**src/core/alu_exec_defs.svh**
```systemverilog
// Constants for the byte ALU and branch execution unit.
// Assumes inclusion by bare name from core sources.
`ifndef ALU_EXEC_DEFS_SVH
`define ALU_EXEC_DEFS_SVH
`define OPC_ADD_IMM 8'h0f
`define OPC_ADD_FILE 6'h09
`define OPC_AND_FILE 6'h05
`define OPC_BR_CARRY 8'he2
`define ACC_RESET 8'h00
`define BANK_RESET 4'h0
`define PC_RESET 21'h000000
`define PC_STEP 21'h000002
`define FLAG_NEG 4
`define FLAG_WRAP 3
`define FLAG_ZERO 2
`define FLAG_NIB 1
`define FLAG_CARRY 0
`define ACCESS_SPLIT 8'h80
`endif

```
**src/core/alu_exec_pkg.sv**
```systemverilog
// Types shared by the execution unit files.
// Assumes alu_exec_defs.svh for the numeric constants.
package alu_exec_pkg;
    typedef enum logic [1:0]
    {
        ST_EXEC = 2'b00,
        ST_BUBBLE = 2'b01
    } exec_state_e;
    typedef enum logic [2:0]
    {
        OP_NONE = 3'b000,
        OP_ADD_IMM = 3'b001,
        OP_ADD_FILE = 3'b010,
        OP_AND_FILE = 3'b011,
        OP_BR_CARRY = 3'b100
    } op_kind_e;
endpackage : alu_exec_pkg

```
**src/core/byte_alu.sv**
```systemverilog
// Combinational 8-bit adder and AND unit producing status flags.
// Assumes the caller registers the results.
`timescale 1ns/1ns
`include "alu_exec_defs.svh"
module byte_alu
    import alu_exec_pkg::*;
(
    // Operands
    input wire logic [7:0] opa,
    input wire logic [7:0] opb,
    input wire logic do_and,
    // Results
    output logic [7:0] result,
    output logic [4:0] flags,
    output logic [4:0] flag_mask
);
    logic [4:0] low_sum;
    logic [8:0] sum;
    always_comb
    begin
        low_sum = {1'b0, opa[3:0]} + {1'b0, opb[3:0]};
        sum = {1'b0, opa} + {1'b0, opb};
        flags = 5'h00;
        if (do_and)
        begin
            result = opa & opb;
            flag_mask = 5'h14; // RULE_04
        end
        else
        begin
            result = sum[7:0];
            flag_mask = 5'h1f; // RULE_06
            flags[`FLAG_CARRY] = sum[8]; // RULE_06
            flags[`FLAG_NIB] = low_sum[4]; // RULE_06
            flags[`FLAG_WRAP] = (opa[7] == opb[7]) && (sum[7] != opa[7]);
        end
        flags[`FLAG_NEG] = result[7];
        flags[`FLAG_ZERO] = (result == 8'h00);
    end
endmodule : byte_alu

```
**src/core/byte_alu_branch_exec.sv**
```systemverilog
// Executes add_immediate, add_to_file, and_with_file, branch_if_carry.
// Assumes a fetched 16-bit word per enabled cycle and a combinational file
// read port; the file write lands in the same cycle as the result.
// Function
// RULE_01: add_immediate adds literal into accumulator
// RULE_02: add_to_file sums, destination bit picks target
// RULE_03: access bit picks access bank or bank_pointer
// RULE_04: and_with_file ANDs, updates negative, zero only
// RULE_05: branch_if_carry jumps PC+2+2n, two cycles
// RULE_06: adds set five flags from sum
`timescale 1ns/1ns
`include "alu_exec_defs.svh"
module byte_alu_branch_exec
    import alu_exec_pkg::*;
#(
    parameter int PC_W = 21
)
(
    // Clock and reset
    input wire logic sys_clk,
    input wire logic nrst,
    input wire logic clk_en,
    // Instruction
    input wire logic [15:0] instr,
    input wire logic instr_valid,
    // Bank pointer load
    input wire logic bank_wr,
    input wire logic [3:0] bank_wdata,
    // File register read data for file_addr
    input wire logic [7:0] file_rdata,
    // File register access
    output logic [11:0] file_addr,
    output logic file_we,
    output logic [7:0] file_wdata,
    // Core state
    output logic [7:0] accumulator,
    output logic [4:0] status,
    output logic [PC_W-1:0] pc,
    output logic busy
);
    exec_state_e state;
    op_kind_e kind;
    logic [3:0] bank_pointer;
    logic [7:0] alu_b;
    logic [7:0] alu_res;
    logic [4:0] alu_flags;
    logic [4:0] alu_mask;
    logic [PC_W-1:0] next_pc;
    logic [PC_W-1:0] offset2;

    always_comb
    begin
        kind = OP_NONE;
        if (instr[15:8] == `OPC_ADD_IMM)
            kind = OP_ADD_IMM;
        else if (instr[15:10] == `OPC_ADD_FILE)
            kind = OP_ADD_FILE;
        else if (instr[15:10] == `OPC_AND_FILE)
            kind = OP_AND_FILE;
        else if (instr[15:8] == `OPC_BR_CARRY)
            kind = OP_BR_CARRY;
    end

    // Operand b is the literal for add_immediate, else the file value.
    assign alu_b = (kind == OP_ADD_IMM) ? instr[7:0] : file_rdata; // RULE_01

    byte_alu u_alu
    (
        .opa(accumulator),
        .opb(alu_b),
        .do_and(kind == OP_AND_FILE),
        .result(alu_res),
        .flags(alu_flags),
        .flag_mask(alu_mask)
    );

    // Sign-extended 2n offset for the branch.
    assign offset2 = {{(PC_W-9){instr[7]}}, instr[7:0], 1'b0};
    assign next_pc = pc + `PC_STEP + offset2; // RULE_05

    always_ff @(posedge sys_clk or negedge nrst)
    begin
        if (!nrst)
            bank_pointer <= `BANK_RESET;
        else if (clk_en && bank_wr)
            bank_pointer <= bank_wdata;
    end

    // Access bank splits into low general RAM and high special registers.
    always_ff @(posedge sys_clk or negedge nrst)
    begin
        if (!nrst)
            file_addr <= 12'h000;
        else if (clk_en)
        begin
            if (instr[8])
                file_addr <= {bank_pointer, instr[7:0]}; // RULE_03
            else if (instr[7:0] < `ACCESS_SPLIT)
                file_addr <= {4'h0, instr[7:0]}; // RULE_03
            else
                file_addr <= {4'hf, instr[7:0]}; // RULE_03
        end
    end

    always_ff @(posedge sys_clk or negedge nrst)
    begin
        if (!nrst)
            state <= ST_EXEC;
        else if (clk_en)
        begin
            case (state)
                ST_EXEC:
                    if (instr_valid && kind == OP_BR_CARRY &&
                        status[`FLAG_CARRY])
                        state <= ST_BUBBLE; // RULE_05
                ST_BUBBLE:
                    state <= ST_EXEC;
                default:
                    state <= ST_EXEC;
            endcase
        end
    end

    always_ff @(posedge sys_clk or negedge nrst)
    begin
        if (!nrst)
            busy <= 1'b0;
        else if (clk_en)
            busy <= (state == ST_EXEC) && instr_valid &&
                (kind == OP_BR_CARRY) && status[`FLAG_CARRY];
    end

    logic fire;
    assign fire = clk_en && instr_valid && (state == ST_EXEC);

    always_ff @(posedge sys_clk or negedge nrst)
    begin
        if (!nrst)
            pc <= `PC_RESET;
        else if (fire)
        begin
            if (kind == OP_BR_CARRY && status[`FLAG_CARRY])
                pc <= next_pc; // RULE_05
            else
                pc <= pc + `PC_STEP;
        end
    end

    always_ff @(posedge sys_clk or negedge nrst)
    begin
        if (!nrst)
            accumulator <= `ACC_RESET;
        else if (fire)
        begin
            if (kind == OP_ADD_IMM)
                accumulator <= alu_res; // RULE_01
            else if ((kind == OP_ADD_FILE || kind == OP_AND_FILE) &&
                !instr[9])
                accumulator <= alu_res; // RULE_02
        end
    end

    always_ff @(posedge sys_clk or negedge nrst)
    begin
        if (!nrst)
        begin
            file_we <= 1'b0;
            file_wdata <= 8'h00;
        end
        else if (clk_en)
        begin
            file_we <= fire && instr[9] &&
                (kind == OP_ADD_FILE || kind == OP_AND_FILE); // RULE_02
            file_wdata <= alu_res;
        end
    end

    // Only flags named by the ALU mask change; the branch touches none.
    always_ff @(posedge sys_clk or negedge nrst)
    begin
        if (!nrst)
            status <= 5'h00;
        else if (fire && kind != OP_NONE && kind != OP_BR_CARRY)
            status <= (status & ~alu_mask) | (alu_flags & alu_mask); // RULE_04
    end
endmodule : byte_alu_branch_exec

```
**config.mk**
```make
export PLATFORM = sky130hd
export DESIGN_NAME = byte_alu_branch_exec
export DESIGN_NICKNAME = d
export VERILOG_FILES = /design/src/core/alu_exec_pkg.sv /design/src/core/byte_alu.sv /design/src/core/byte_alu_branch_exec.sv
export VERILOG_INCLUDE_DIRS = /design/src /design/src/core
export SDC_FILE = /design/constraint.sdc
export NUM_CORES = 1
export LEC_CHECK = 0
export ABC_CLOCK_PERIOD_IN_PS = 4700
export BUFFER_PORTS_ARGS = -buffer_cell sky130_fd_sc_hd__buf_2
export CAP_MARGIN = 30
export CORE_MARGIN = 4
export CORE_UTILIZATION = 56
export CTS_CLUSTER_SIZE = 20
export DETAILED_ROUTE_END_ITERATION = 8
export PLACE_DENSITY = 0.92
export RECOVER_POWER = 25
export SYNTH_ARGS = -nofsm -noshare
export SYNTH_HDL_FRONTEND = slang
export SYNTH_SLANG_ARGS = --single-unit
export TNS_END_PERCENT = 10
```
**constraint.sdc**
```tcl
create_clock -name sys_clk -period 4.7 [get_ports sys_clk]
set_input_delay 0.94 -clock sys_clk [delete_from_list [all_inputs] [get_ports sys_clk]]
set_output_delay 0.94 -clock sys_clk [all_outputs]
set_load 0.1 [all_outputs]
```
# --- After elaboration in Yosys (flattened, before gate mapping) ---
# Cells that the tools add are included.
word_totals:
  reg_bits: 62
  inputBits: 33
  output_inout_bits: 56
  word_cells: 70
classes:
  addsub: 4
  magnitude_cmp: 1
  eq_ne: 12
  muxes: 16
  bitwise_logic: 5
  reduce_logical: 23
op_table:
  columns: ["cell", "n"]
  rows:
  - ["8-bit two-way mux", 4]
  - ["12-bit two-way mux", 2]
  - ["21-bit by 2-bit adder with 21-bit output (second input constant)", 1]
  - ["21-bit adder", 1]
  - ["21-bit two-way mux", 1]
  - ["1-bit logical AND", 15]
  - ["3-bit two-way mux", 4]
  - ["5-bit AND", 2]
  - ["8-bit by 8-bit adder with 9-bit output", 1]
  - ["8-bit AND", 1]
  - ["8-bit by 4-bit equality test with 1-bit output (second input constant)", 1]
  - ["8-bit equality test (second input constant)", 1]
  - ["8-bit zero test", 1]
  - ["8-bit < comparator (second input constant)", 1]
  - ["3-bit by 2-bit equality test with 1-bit output (second input constant)", 2]
  - ["6-bit by 3-bit equality test with 1-bit output (second input constant)", 1]
  - ["6-bit by 4-bit equality test with 1-bit output (second input constant)", 1]
  - ["2-bit two-way mux", 3]
  - ["4-bit by 4-bit adder with 5-bit output", 1]
  - ["5-bit NOT", 1]
  - ["5-bit OR", 1]
  - ["4-bit two-way mux", 1]
  - ["2-bit AND reduction", 2]
  - ["3-bit by 1-bit equality test with 1-bit output (second input constant)", 1]
  - ["11 further kinds", 11]

# --- Depth between registers and ports, before layout ---
# Gate-level depths: netlist (run 1).
logic_depth:
  depth_word: 13
  depth_mapped: 17

# --- Hierarchy ---
# Synthesis (run 1) repeated with hierarchy kept, for this count alone.
hier_totals:
  hier_cells: 536
  area_unflattened_um2: 4734.5
by_module_without_submodules:
  columns: ["mod", "instances", "cells_per_inst", "area_per_inst_um2", "seq_area_each_um2"]
  rows:
  - ["byte_alu_branch_exec", 1, 443, 4100.2, 1501.4]
  - ["byte_alu", 1, 93, 634.4, 0.0]

# --- Worst setup path after synthesis (run 1) ---
# No wires, ideal clock.
synth_path:
  kind: "reg-to-reg"
  start: "reg pc[1]"
  end: "reg pc[20]"
  arrival_time_ns: 4.017
  slack_ns: 0.526
  path_stages_with_launch: 17
  synth_period_minus_slack_ns: 4.174
  cell_sequence: "dfrtp_1 -> ha_1 -> nand4_1 -> nor2_1 -> nand2_1 -> nor2_1 -> nand3_1 -> xnor2_1 -> ha_1 -> clkbuf_1 -> a21oi_1 -> o21ai_0 -> nor2_2 -> a311oi_1 -> o211ai_2 -> mux2i_1 -> xnor2_1"
synth_between:
  elab_chain_cells: 3
synth_lines:
  columns: ["element", "line", "text"]
  rows:
  - ["start: declaration", "byte_alu_branch_exec.sv:38", "output logic [PC_W-1:0] pc,"]
  - ["start signal: assignment", "byte_alu_branch_exec.sv:139", "pc <= `PC_RESET;"]
  - ["start signal: assignment", "byte_alu_branch_exec.sv:143", "pc <= next_pc;"]
  - ["start signal: assignment", "byte_alu_branch_exec.sv:145", "pc <= pc + `PC_STEP;"]
  - ["21-bit by 2-bit adder with 21-bit output (no source line) *", null, null]
  - ["21-bit adder", "byte_alu_branch_exec.sv:79", "assign next_pc = pc + `PC_STEP + offset2;"]
  - ["21-bit two-way mux *", "byte_alu_branch_exec.sv:142", "if (kind == OP_BR_CARRY && status[`FLAG_CARRY])"]
# Mark *: on every way between the ends. The rest lies on a longest branch, timed or not.
# A chain may end at the register's enable or synchronous reset.

# --- Worst setup path in the final report (run 1) ---
# Same ends and word-level chain as after synthesis.

==> impl_metrics.ini, run 1 <==
[outcome]
run_status = complete, but fails checks
violations = capacitance limit, slew limit

[placement]
port_buffers = 87
gp_congestion = 0.957
dp_hpwl_um = 9080
pre_cts_slack_ns = 0.354

[worst_setup_path]
max_stage_delay_ns = 0.74
crit_arrival_ns = 4.35
cp-start-kind = flip-flop
crit_required_ns = 4.98
cpMaxStageDelayCell = nor4_1
critPathBufInv = 1
path_delay_family = simple AND/OR/NAND/NOR gates
worst-setup-path-type = reg2reg
r2r_slack_ns = 0.63
rr_startpoint = pc[1]
endpoint_kind = flip-flop
path_depth = 16
crit_fanout = 6
critPathCapture = pc[20]
r2r-end = pc[20]
crit_chain = ha_1 -> nand4_1 -> nor2_1 -> buf_4 -> nand2_1 -> nor4_1 -> xor2_1 -> ha_1 -> a21oi_1 -> o21ai_0 -> nand2_1 -> nor2_1 -> a311oi_1 -> o211ai_2 -> mux2i_1 -> xnor2_1
reg2regPathDepth = 16
cp-startpoint = pc[1]

[final_layout]
fillers = 626
final_common_cell = buf_2
multi_input_area_um2 = 2800
n_antenna_cell = 0
mostFrequentLayoutCells = buf_2, dfrtp_1, nor2_1, a21oi_1, nand2_1
area_delta_synth_final_pct = 16.9
nets = 662
drive_gt1_frac = 0.238
seq_area_um2 = 1500

[detailed_routing]
first_pass_iters = 5
drt_wl_total_um = 12400
initialDrtViolationCount = 302
wl_met1_um = 4830
drc = 0
wl_per_cell_um = 17.7
antenna_left = 0
vias_per_cell = 6.27
wl_met2_um = 6070
top_layer = met4
via_count = 4400
met3WireLength_um = 1100

[grt]
grt_pass1_wl_um = 20200
grt.total_usage = 0.259
overflow = 0
grt_pass1_vias = 4357
antenna_found_initial = 0
grt_max_degree = 61

[sta]
rsz0062_at_grt = false
final.setup.tns_ns = 0
drv_slew = 61
finalSetupViolCount = 0
max_freq_ghz = 0.245
layout_min_cycle_time_ns = 4.07
slew_headroom = -1.18
hold_slack_ns = 0.479
finClkSkew_ns = 0.00609
tightest_slew_ns = 3.27
hold_violations = 0
min_period_over_period = 0.867
fin_ws_ns = 0.626

[clock_network]
cts_sinks = 60
clockBufferDepth = 2
insertion_delay_ns = 0.35
cts_tree = built
clk_pin_slew_ns = 0.08
post_cts_resize_count = 0
htreeDepth = 3
cts_setup_buffers = 0
root_buffer = clkbuf_8
hold_buffers = 0
cts_buffers = 9

[logic_synthesis]
synth_xor_area_frac = 0.0687
synthesis.area_um2 = 4460
synth_top_family_by_area = compound AO/OA/AOI/OAI gates
synth_seq_cells = 60
synth-simple-area-share = 0.176
synth_fa_ha_area_frac = 0.0987
synthMuxAreaShare = 0.0783
yosysWarnings = 0
ys.flop_type = dfrtp_1
synth_cells = 512
avgSynthCellArea_um2 = 8.71
synth-compound-area-share = 0.206
syn-num-nets = 579
netlist-cell-type-count = 59
synthArstFlopShare = 1.00
synth_edf_count = 0
synth_seq_area_share = 0.337

[die]
die_h_um = 97.3
die-area_um2 = 9460
die_w_um = 97.3
io_pins = 89
core_area_um2 = 7730
start_util = 0.577
rows = 32

[pwr]
ir_drop_uv = 342
leakagePower_nw = 2.48
p_per_area_nw_per_um2 = 447
p_total_mw = 2.33

[run]
maxCapViolations = 1

[min_path]
hp-class = reg2reg
[Yosys cell counts (2+ instances only)]
cell,instances,area share
nor3_1,14,0.016
and2_1,2,0.0028
nor4_1,2,0.0028
o21a_1,4,0.0067
xor2_1,10,0.020
a21o_1,8,0.013
nand2b_1,4,0.0056
ha_1,32,0.090
a22oi_1,4,0.0067
nand3_2,2,0.0045
a211oi_1,6,0.010
buf_2,2,0.0022
inv_1,18,0.015
a21oi_1,52,0.058
clkbuf_1,19,0.016
a311oi_1,2,0.0039
nand2_1,40,0.034
and3_1,4,0.0056
nor2b_1,7,0.0098
o22ai_1,6,0.0084
a31oi_1,7,0.0098
o211ai_1,2,0.0034
nand3_1,14,0.016
mux2i_1,9,0.020
mux2_2,23,0.058
nand4_1,7,0.0098
a221oi_1,2,0.0039
fa_1,2,0.0090
o21bai_1,7,0.012
o21ai_0,36,0.040
dfrtp_1,60,0.34
nor2_1,52,0.044
xnor2_1,25,0.049
or4_1,2,0.0034
nor4_2,2,0.0056
[power breakdown]
part / switching (mW) / internal (mW)
Combinational: 0.827 / 0.279
Clock: 0.253 / 0.308
Sequential: 0.0783 / 0.585
Total: 1.16 / 1.17
[cells by family (layout without fill, tap and decap cells)]
kind of cell    Yosys count  count (layout)
flops                    60              60
simple gates            160             160
buf+inv                  40             128
mux                      32              32
fa+ha+maj                34              34
compound gates          150             150
xor+xnor                 35              35
other cells               1               1
[cell type report]
cell class	count	area share
clock buffers	9	0.0238
clock inverters	7	0.0204
inverters	18	0.0130
multi-input cells	412	0.538
flip-flops and latches	60	0.288
well taps	102	0.0245
repair buffers	94	0.0929
[per-stage QoR]
step	util	area [um2]	instances
detailed placement	0.645	4990	686
finish	0.675	5210	702
global route	0.675	5210	702
global placement	0.645	4990	686
floorplan	-	4460	512
CTS	0.675	5220	702
[worst reg2reg max path, delay by kind of cell (launching register included)]
family | cells | cell delay [ns]
DFF | 1 | 0.47
and+or+nand+nor | 6 | 1.37
adders and majority gates | 2 | 0.73
muxes | 1 | 0.19
buffers and inverters | 1 | 0.15
xor gates and xnor gates | 2 | 0.30
AOI/OAI and AO/OA | 4 | 0.79
[how the worst min path moves through the flow]
stage                          from         endpoint  depth (start not counted)
global route                 pc[20]           pc[20]                          1
detailed placement           pc[20]           pc[20]                          1
global placement             pc[20]           pc[20]                          1
floorplan           bank_pointer[0]  bank_pointer[0]                          1
finish                       pc[20]           pc[20]                          1
CTS                          pc[20]           pc[20]                          1
[registers in the layout, indices dropped and copies added, names as in the netlist, named ones only]
register,flops
file_wdata,8
file_addr,12
bank_pointer,4
pc,20
file_we,1
status,2
accumulator,8
busy,1
state,1
[metal layers]
metal,GRT usage,vias to the layer above
met5,0,-
met4,0.111,0
met3,0.0581,50
met2,0.450,224
met1,0.307,2105
li1,-,2021
Power figures use the tool's default switching activity.
==> run 2, diff against run 1 <==
Settings changed: GPL_TIMING_DRIVEN from default to 0.
==> run 2 against run 1 <==
  * Cell area up 0.43%
  * Register-to-register slack worse by 0.15 ns
  * Core utilization up 0.29 points
  * Critical path depth down 1
  * Fmax down 3.6%
  * The flow still finishes with violations (capacitance limit, slew limit)
  * Global-route usage up 1.3 points
  * Wire length up 4.8%
  * Critical endpoint unchanged
  * Sequential power down 0.6%
  * Largest cell class unchanged
  * Sequential cell count unchanged
  * Total power down 1.2%
==> impl_metrics.ini, run 2 (synthesis results as in run 1) <==
[outcome]
run_status = complete, but fails checks
violations = capacitance limit, slew limit

[worst_setup_path]
cp-start-kind = flip-flop
crit_arrival_ns = 4.49
crit_fanout = 6
crit_required_ns = 4.97
worst-setup-path-type = reg2reg
endpoint_kind = flip-flop

[final_layout]
nets = 677
mostFrequentLayoutCells = buf_2, dfrtp_1, nor2_1, a21oi_1, nand2_1
largest-register = pc
largest_reg_flops = 20
fin_area_um2 = 5240
drive_gt1_frac = 0.223
final_common_cell = buf_2
largest_registers = pc x20, file_addr x12
area_delta_synth_final_pct = 17.4
n_antenna_cell = 0

[die]
die_h_um = 97.3
core_area_um2 = 7730
io_pins = 89
rows = 32
die_w_um = 97.3
start_util = 0.577
die-area_um2 = 9460

[clock_network]
cts_tree = built
cts_sinks = 60
insertion_delay_ns = 0.35
cts_buffers = 9
htreeDepth = 3
root_buffer = clkbuf_8
cts_setup_buffers = 0
clockBufferDepth = 2
hold_buffers = 0
clk_pin_slew_ns = 0.07
post_cts_resize_count = 0

[placement]
gp_congestion = 0.946
pre_cts_slack_ns = 0.258
port_buffers = 86
dp_hpwl_um = 9780
place_area_um2 = 5040

[sta]
hold_slack_ns = 0.474
min_period_over_period = 0.899
layout_min_cycle_time_ns = 4.22
drv_slew = 36
tightest_slew_ns = 1.92
fin_ws_ns = 0.476
final.setup.tns_ns = 0
slew_headroom = -0.279
rsz0062_at_grt = false
max_freq_ghz = 0.237
hold_violations = 0
finClkSkew_ns = 0.0100
finalSetupViolCount = 0

[grt]
grt.total_usage = 0.272
grt_pass1_vias = 4514
grt_pass1_wl_um = 21100
overflow = 0
grt_max_degree = 36
antenna_found_initial = 0

[pwr]
leakagePower_nw = 2.47
p_per_area_nw_per_um2 = 440
ir_drop_uv = 400

[detailed_routing]
drt_wl_total_um = 13000
drc = 0
antenna_left = 0
wl_per_cell_um = 18.2
vias_per_cell = 6.25
initialDrtViolationCount = 370
via_count = 4478
first_pass_iters = 6

[run]
maxCapViolations = 1

[min_path]
hp-class = reg2reg
run 2: cell count changes in the layout (fill, tap and decap cells not counted):
cell,before,now
buf_4,6,1
clkbuf_1,1,22
inv_8,1,0
inv_6,2,1
clkinv_2,0,2
clkinv_4,2,1
run 2: cell type report:
class,instances,area (um2)
Clock inverter,6,87.6
Fill cell,588,2490
Clock buffer,10,128
Tap cell,102,128
Multi-Input combinational cell,412,2800
Inverter,18,67.6
Sequential cell,60,1500
Buffer,22,88.8
Timing Repair Buffer,87,433
run 2: final timing paths:
kind | cells past startpoint | end | from | slack [ns]
max in group asynchronous | 2 | pc[18] | nrst | 1.51
worst min-delay path | 1 | pc[20] | pc[20] | 0.47
worst max-delay path | 15 | pc[20] | pc[1] | 0.48
min in group asynchronous | 1 | pc[9] | nrst | 1.11
worst min register to register | 1 | pc[20] | pc[20] | 0.47
worst max register to register | 15 | pc[20] | pc[1] | 0.48
run 2: metrics by stage:
stage / utilization / std cells / total power [mW]
2_1_floorplan: - / 512 / 1.54
3_3_place_gp: 0.649 / 700 / 1.72
3_5_place_dp: 0.652 / 701 / 1.76
4_1_cts: 0.680 / 717 / 2.30
5_1_grt: 0.678 / 717 / 2.40
6_report: 0.678 / 717 / 2.30
run 2: per-layer routing:
metal | track usage | share of wire
met5 | 0 | 0
met1 | 0.334 | 0.39
met3 | 0.0452 | 0.082
met2 | 0.472 | 0.49
met4 | 0.112 | 0.031
run 2: power breakdown:
group          switching, mW  internal [mW]  total [mW]
Clock                  0.232          0.300       0.531
Combinational          0.832          0.279        1.11
Sequential            0.0742          0.585       0.659
Total                   1.14           1.16        2.30
run 2: worst max-delay path, cell delays in order, from the launching register on:
cell	delay [ns]
dfrtp_1	0.49
ha_1	0.32
nand4_1	0.20
nor2_1	0.32
nand2_1	0.21
nor4_1	0.73
xor2_1	0.15
ha_1	0.39
a21oi_1	0.17
o21ai_0	0.16
nand2_1	0.11
nor2_1	0.05
a311oi_1	0.34
o211ai_2	0.17
mux2i_1	0.20
xnor2_1	0.14
==> run 3, diff against run 2 <==
Settings changed: CORE_MARGIN 4 to default.
==> run 3 against run 2 <==
  * The flow still finishes with violations (capacitance limit, slew limit)
  * Final cell count unchanged
  * Cell area increased by 0.17%
  * Wire length decreased by 2.7%
  * Clock-buffer cell count decreased by 1
  * First-iteration DRC count increased by 13%
  * Clock skew decreased by 0.0047 ns
  * Largest cell class unchanged
==> impl_metrics.ini, run 3 (synthesis results as in run 1) <==
[outcome]
run_status = complete, but fails checks
violations = capacitance limit, slew limit

[sta]
finalSetupViolCount = 0
tightest_slew_ns = 2.01
slew_headroom = -0.338
finClkSkew_ns = 0.00530
drv_slew = 37
max_freq_ghz = 0.236
hold_violations = 0
final.setup.tns_ns = 0
layout_min_cycle_time_ns = 4.24
rsz0062_at_grt = false
min_period_over_period = 0.902

[clock_network]
cts_sinks = 60
insertion_delay_ns = 0.35
post_cts_resize_count = 0
cts_setup_buffers = 0
root_buffer = clkbuf_8
cts_tree = built
cts_buffers = 9
clockBufferDepth = 2
htreeDepth = 3
clk_pin_slew_ns = 0.07
hold_buffers = 0

[grt]
grt.total_usage = 0.315
grt_pass1_wl_um = 20600
overflow = 0
antenna_found_initial = 0
grt_max_degree = 37
grt_pass1_vias = 4213

[final_layout]
final_common_cell = buf_2
seq_area_um2 = 1500
fin_area_um2 = 5250
fillers = 591
largest-register = pc
largest_registers = pc x20, file_addr x12
nets = 677
largest_reg_flops = 20
drive_gt1_frac = 0.224
mostFrequentLayoutCells = buf_2, dfrtp_1, nor2_1, a21oi_1, nand2_1
area_delta_synth_final_pct = 17.6
n_antenna_cell = 0
multi_input_area_um2 = 2800

[detailed_routing]
drt_wl_total_um = 12700
wl_per_cell_um = 17.7
initialDrtViolationCount = 418
antenna_left = 0
drc = 0
vias_per_cell = 6.19
via_count = 4440
first_pass_iters = 5

[pwr]
leakagePower_nw = 2.47
p_per_area_nw_per_um2 = 440
ir_drop_uv = 456

[worst_setup_path]
worst-setup-path-type = in2reg
cp-start-kind = primary input
rr_startpoint = pc[1]
r2r-end = pc[20]
r2r_slack_ns = 0.59
endpoint_kind = flip-flop
reg2regPathDepth = 17
crit_fanout = 9
crit_required_ns = 4.94
crit_arrival_ns = 4.49

[die]
die-area_um2 = 8330
die_h_um = 91.3
core_area_um2 = 7730
io_pins = 89
die_w_um = 91.3
start_util = 0.577
rows = 32

[placement]
gp_congestion = 0.934
dp_hpwl_um = 9300
place_area_um2 = 5040
port_buffers = 86

[min_path]
holdPathEnd = pc[20]
hp-class = reg2reg
min_path_cells = 1
min_from = pc[20]

[run]
maxCapViolations = 1
run 3: cell count changes in the layout (fill, tap and decap cells not counted):
cell / previous run / this run
clkbuf_1: 22 / 21
clkinv_2: 2 / 1
clkinv_4: 1 / 3
run 3: area by class of cell:
cell class,count,share of cell area
inverter,18,0.0129
buffer,22,0.0169
clock inverter,7,0.0191
timing repair buffer,87,0.0825
clock buffer,9,0.0236
sequential,60,0.286
multi-input combinational,412,0.534
tap,102,0.0243
run 3: worst max-delay path by stage:
stage | startpoint | endpoint | slack, ns | cells past startpoint
after floorplan | pc[1] | pc[20] | 0.53 | 16
after global placement | instr[12] | status[2] | 0.35 | 15
after detailed placement | instr[12] | status[2] | 0.24 | 15
after CTS | instr[12] | status[2] | 0.51 | 15
after global routing | instr[12] | status[2] | 0.21 | 15
final | instr[12] | status[2] | 0.46 | 15
run 3: critical path: stages:
cell,delay (ns)
buf_2,0.12
nand2b_1,0.19
nor3_1,0.22
nand2_1,0.31
mux2_2,0.37
ha_1,0.23
fa_1,0.44
a21o_1,0.19
a21oi_1,0.38
o21bai_1,0.10
a21oi_1,0.26
xnor2_1,0.15
mux2i_1,0.16
nor2b_1,0.18
a41o_1,0.23
run 3: through the flow:
stage | util | power, mW | worst slack, ns | std cells | hold WS [ns]
after floorplan | - | 1.54 | 0.526 | 512 | 0.480
after global routing | 0.679 | 2.39 | 0.214 | 717 | 0.508
after CTS | 0.681 | 2.30 | 0.507 | 717 | 0.479
final | 0.679 | 2.31 | 0.459 | 717 | 0.472
after global placement | 0.649 | 1.72 | 0.355 | 700 | 0.464
after detailed placement | 0.652 | 1.76 | 0.239 | 701 | 0.464
run 3: metal layers:
layer	wire, um	global-route usage
met2	6090	0.530
met3	870	0.0662
met5	0	0
met4	469	0.144
met1	5250	0.388
run 3: power breakdown:
group / internal, mW / switching, mW / total (mW)
registers: 0.585 / 0.0733 / 0.658
logic: 0.279 / 0.835 / 1.11
clock network: 0.302 / 0.233 / 0.535
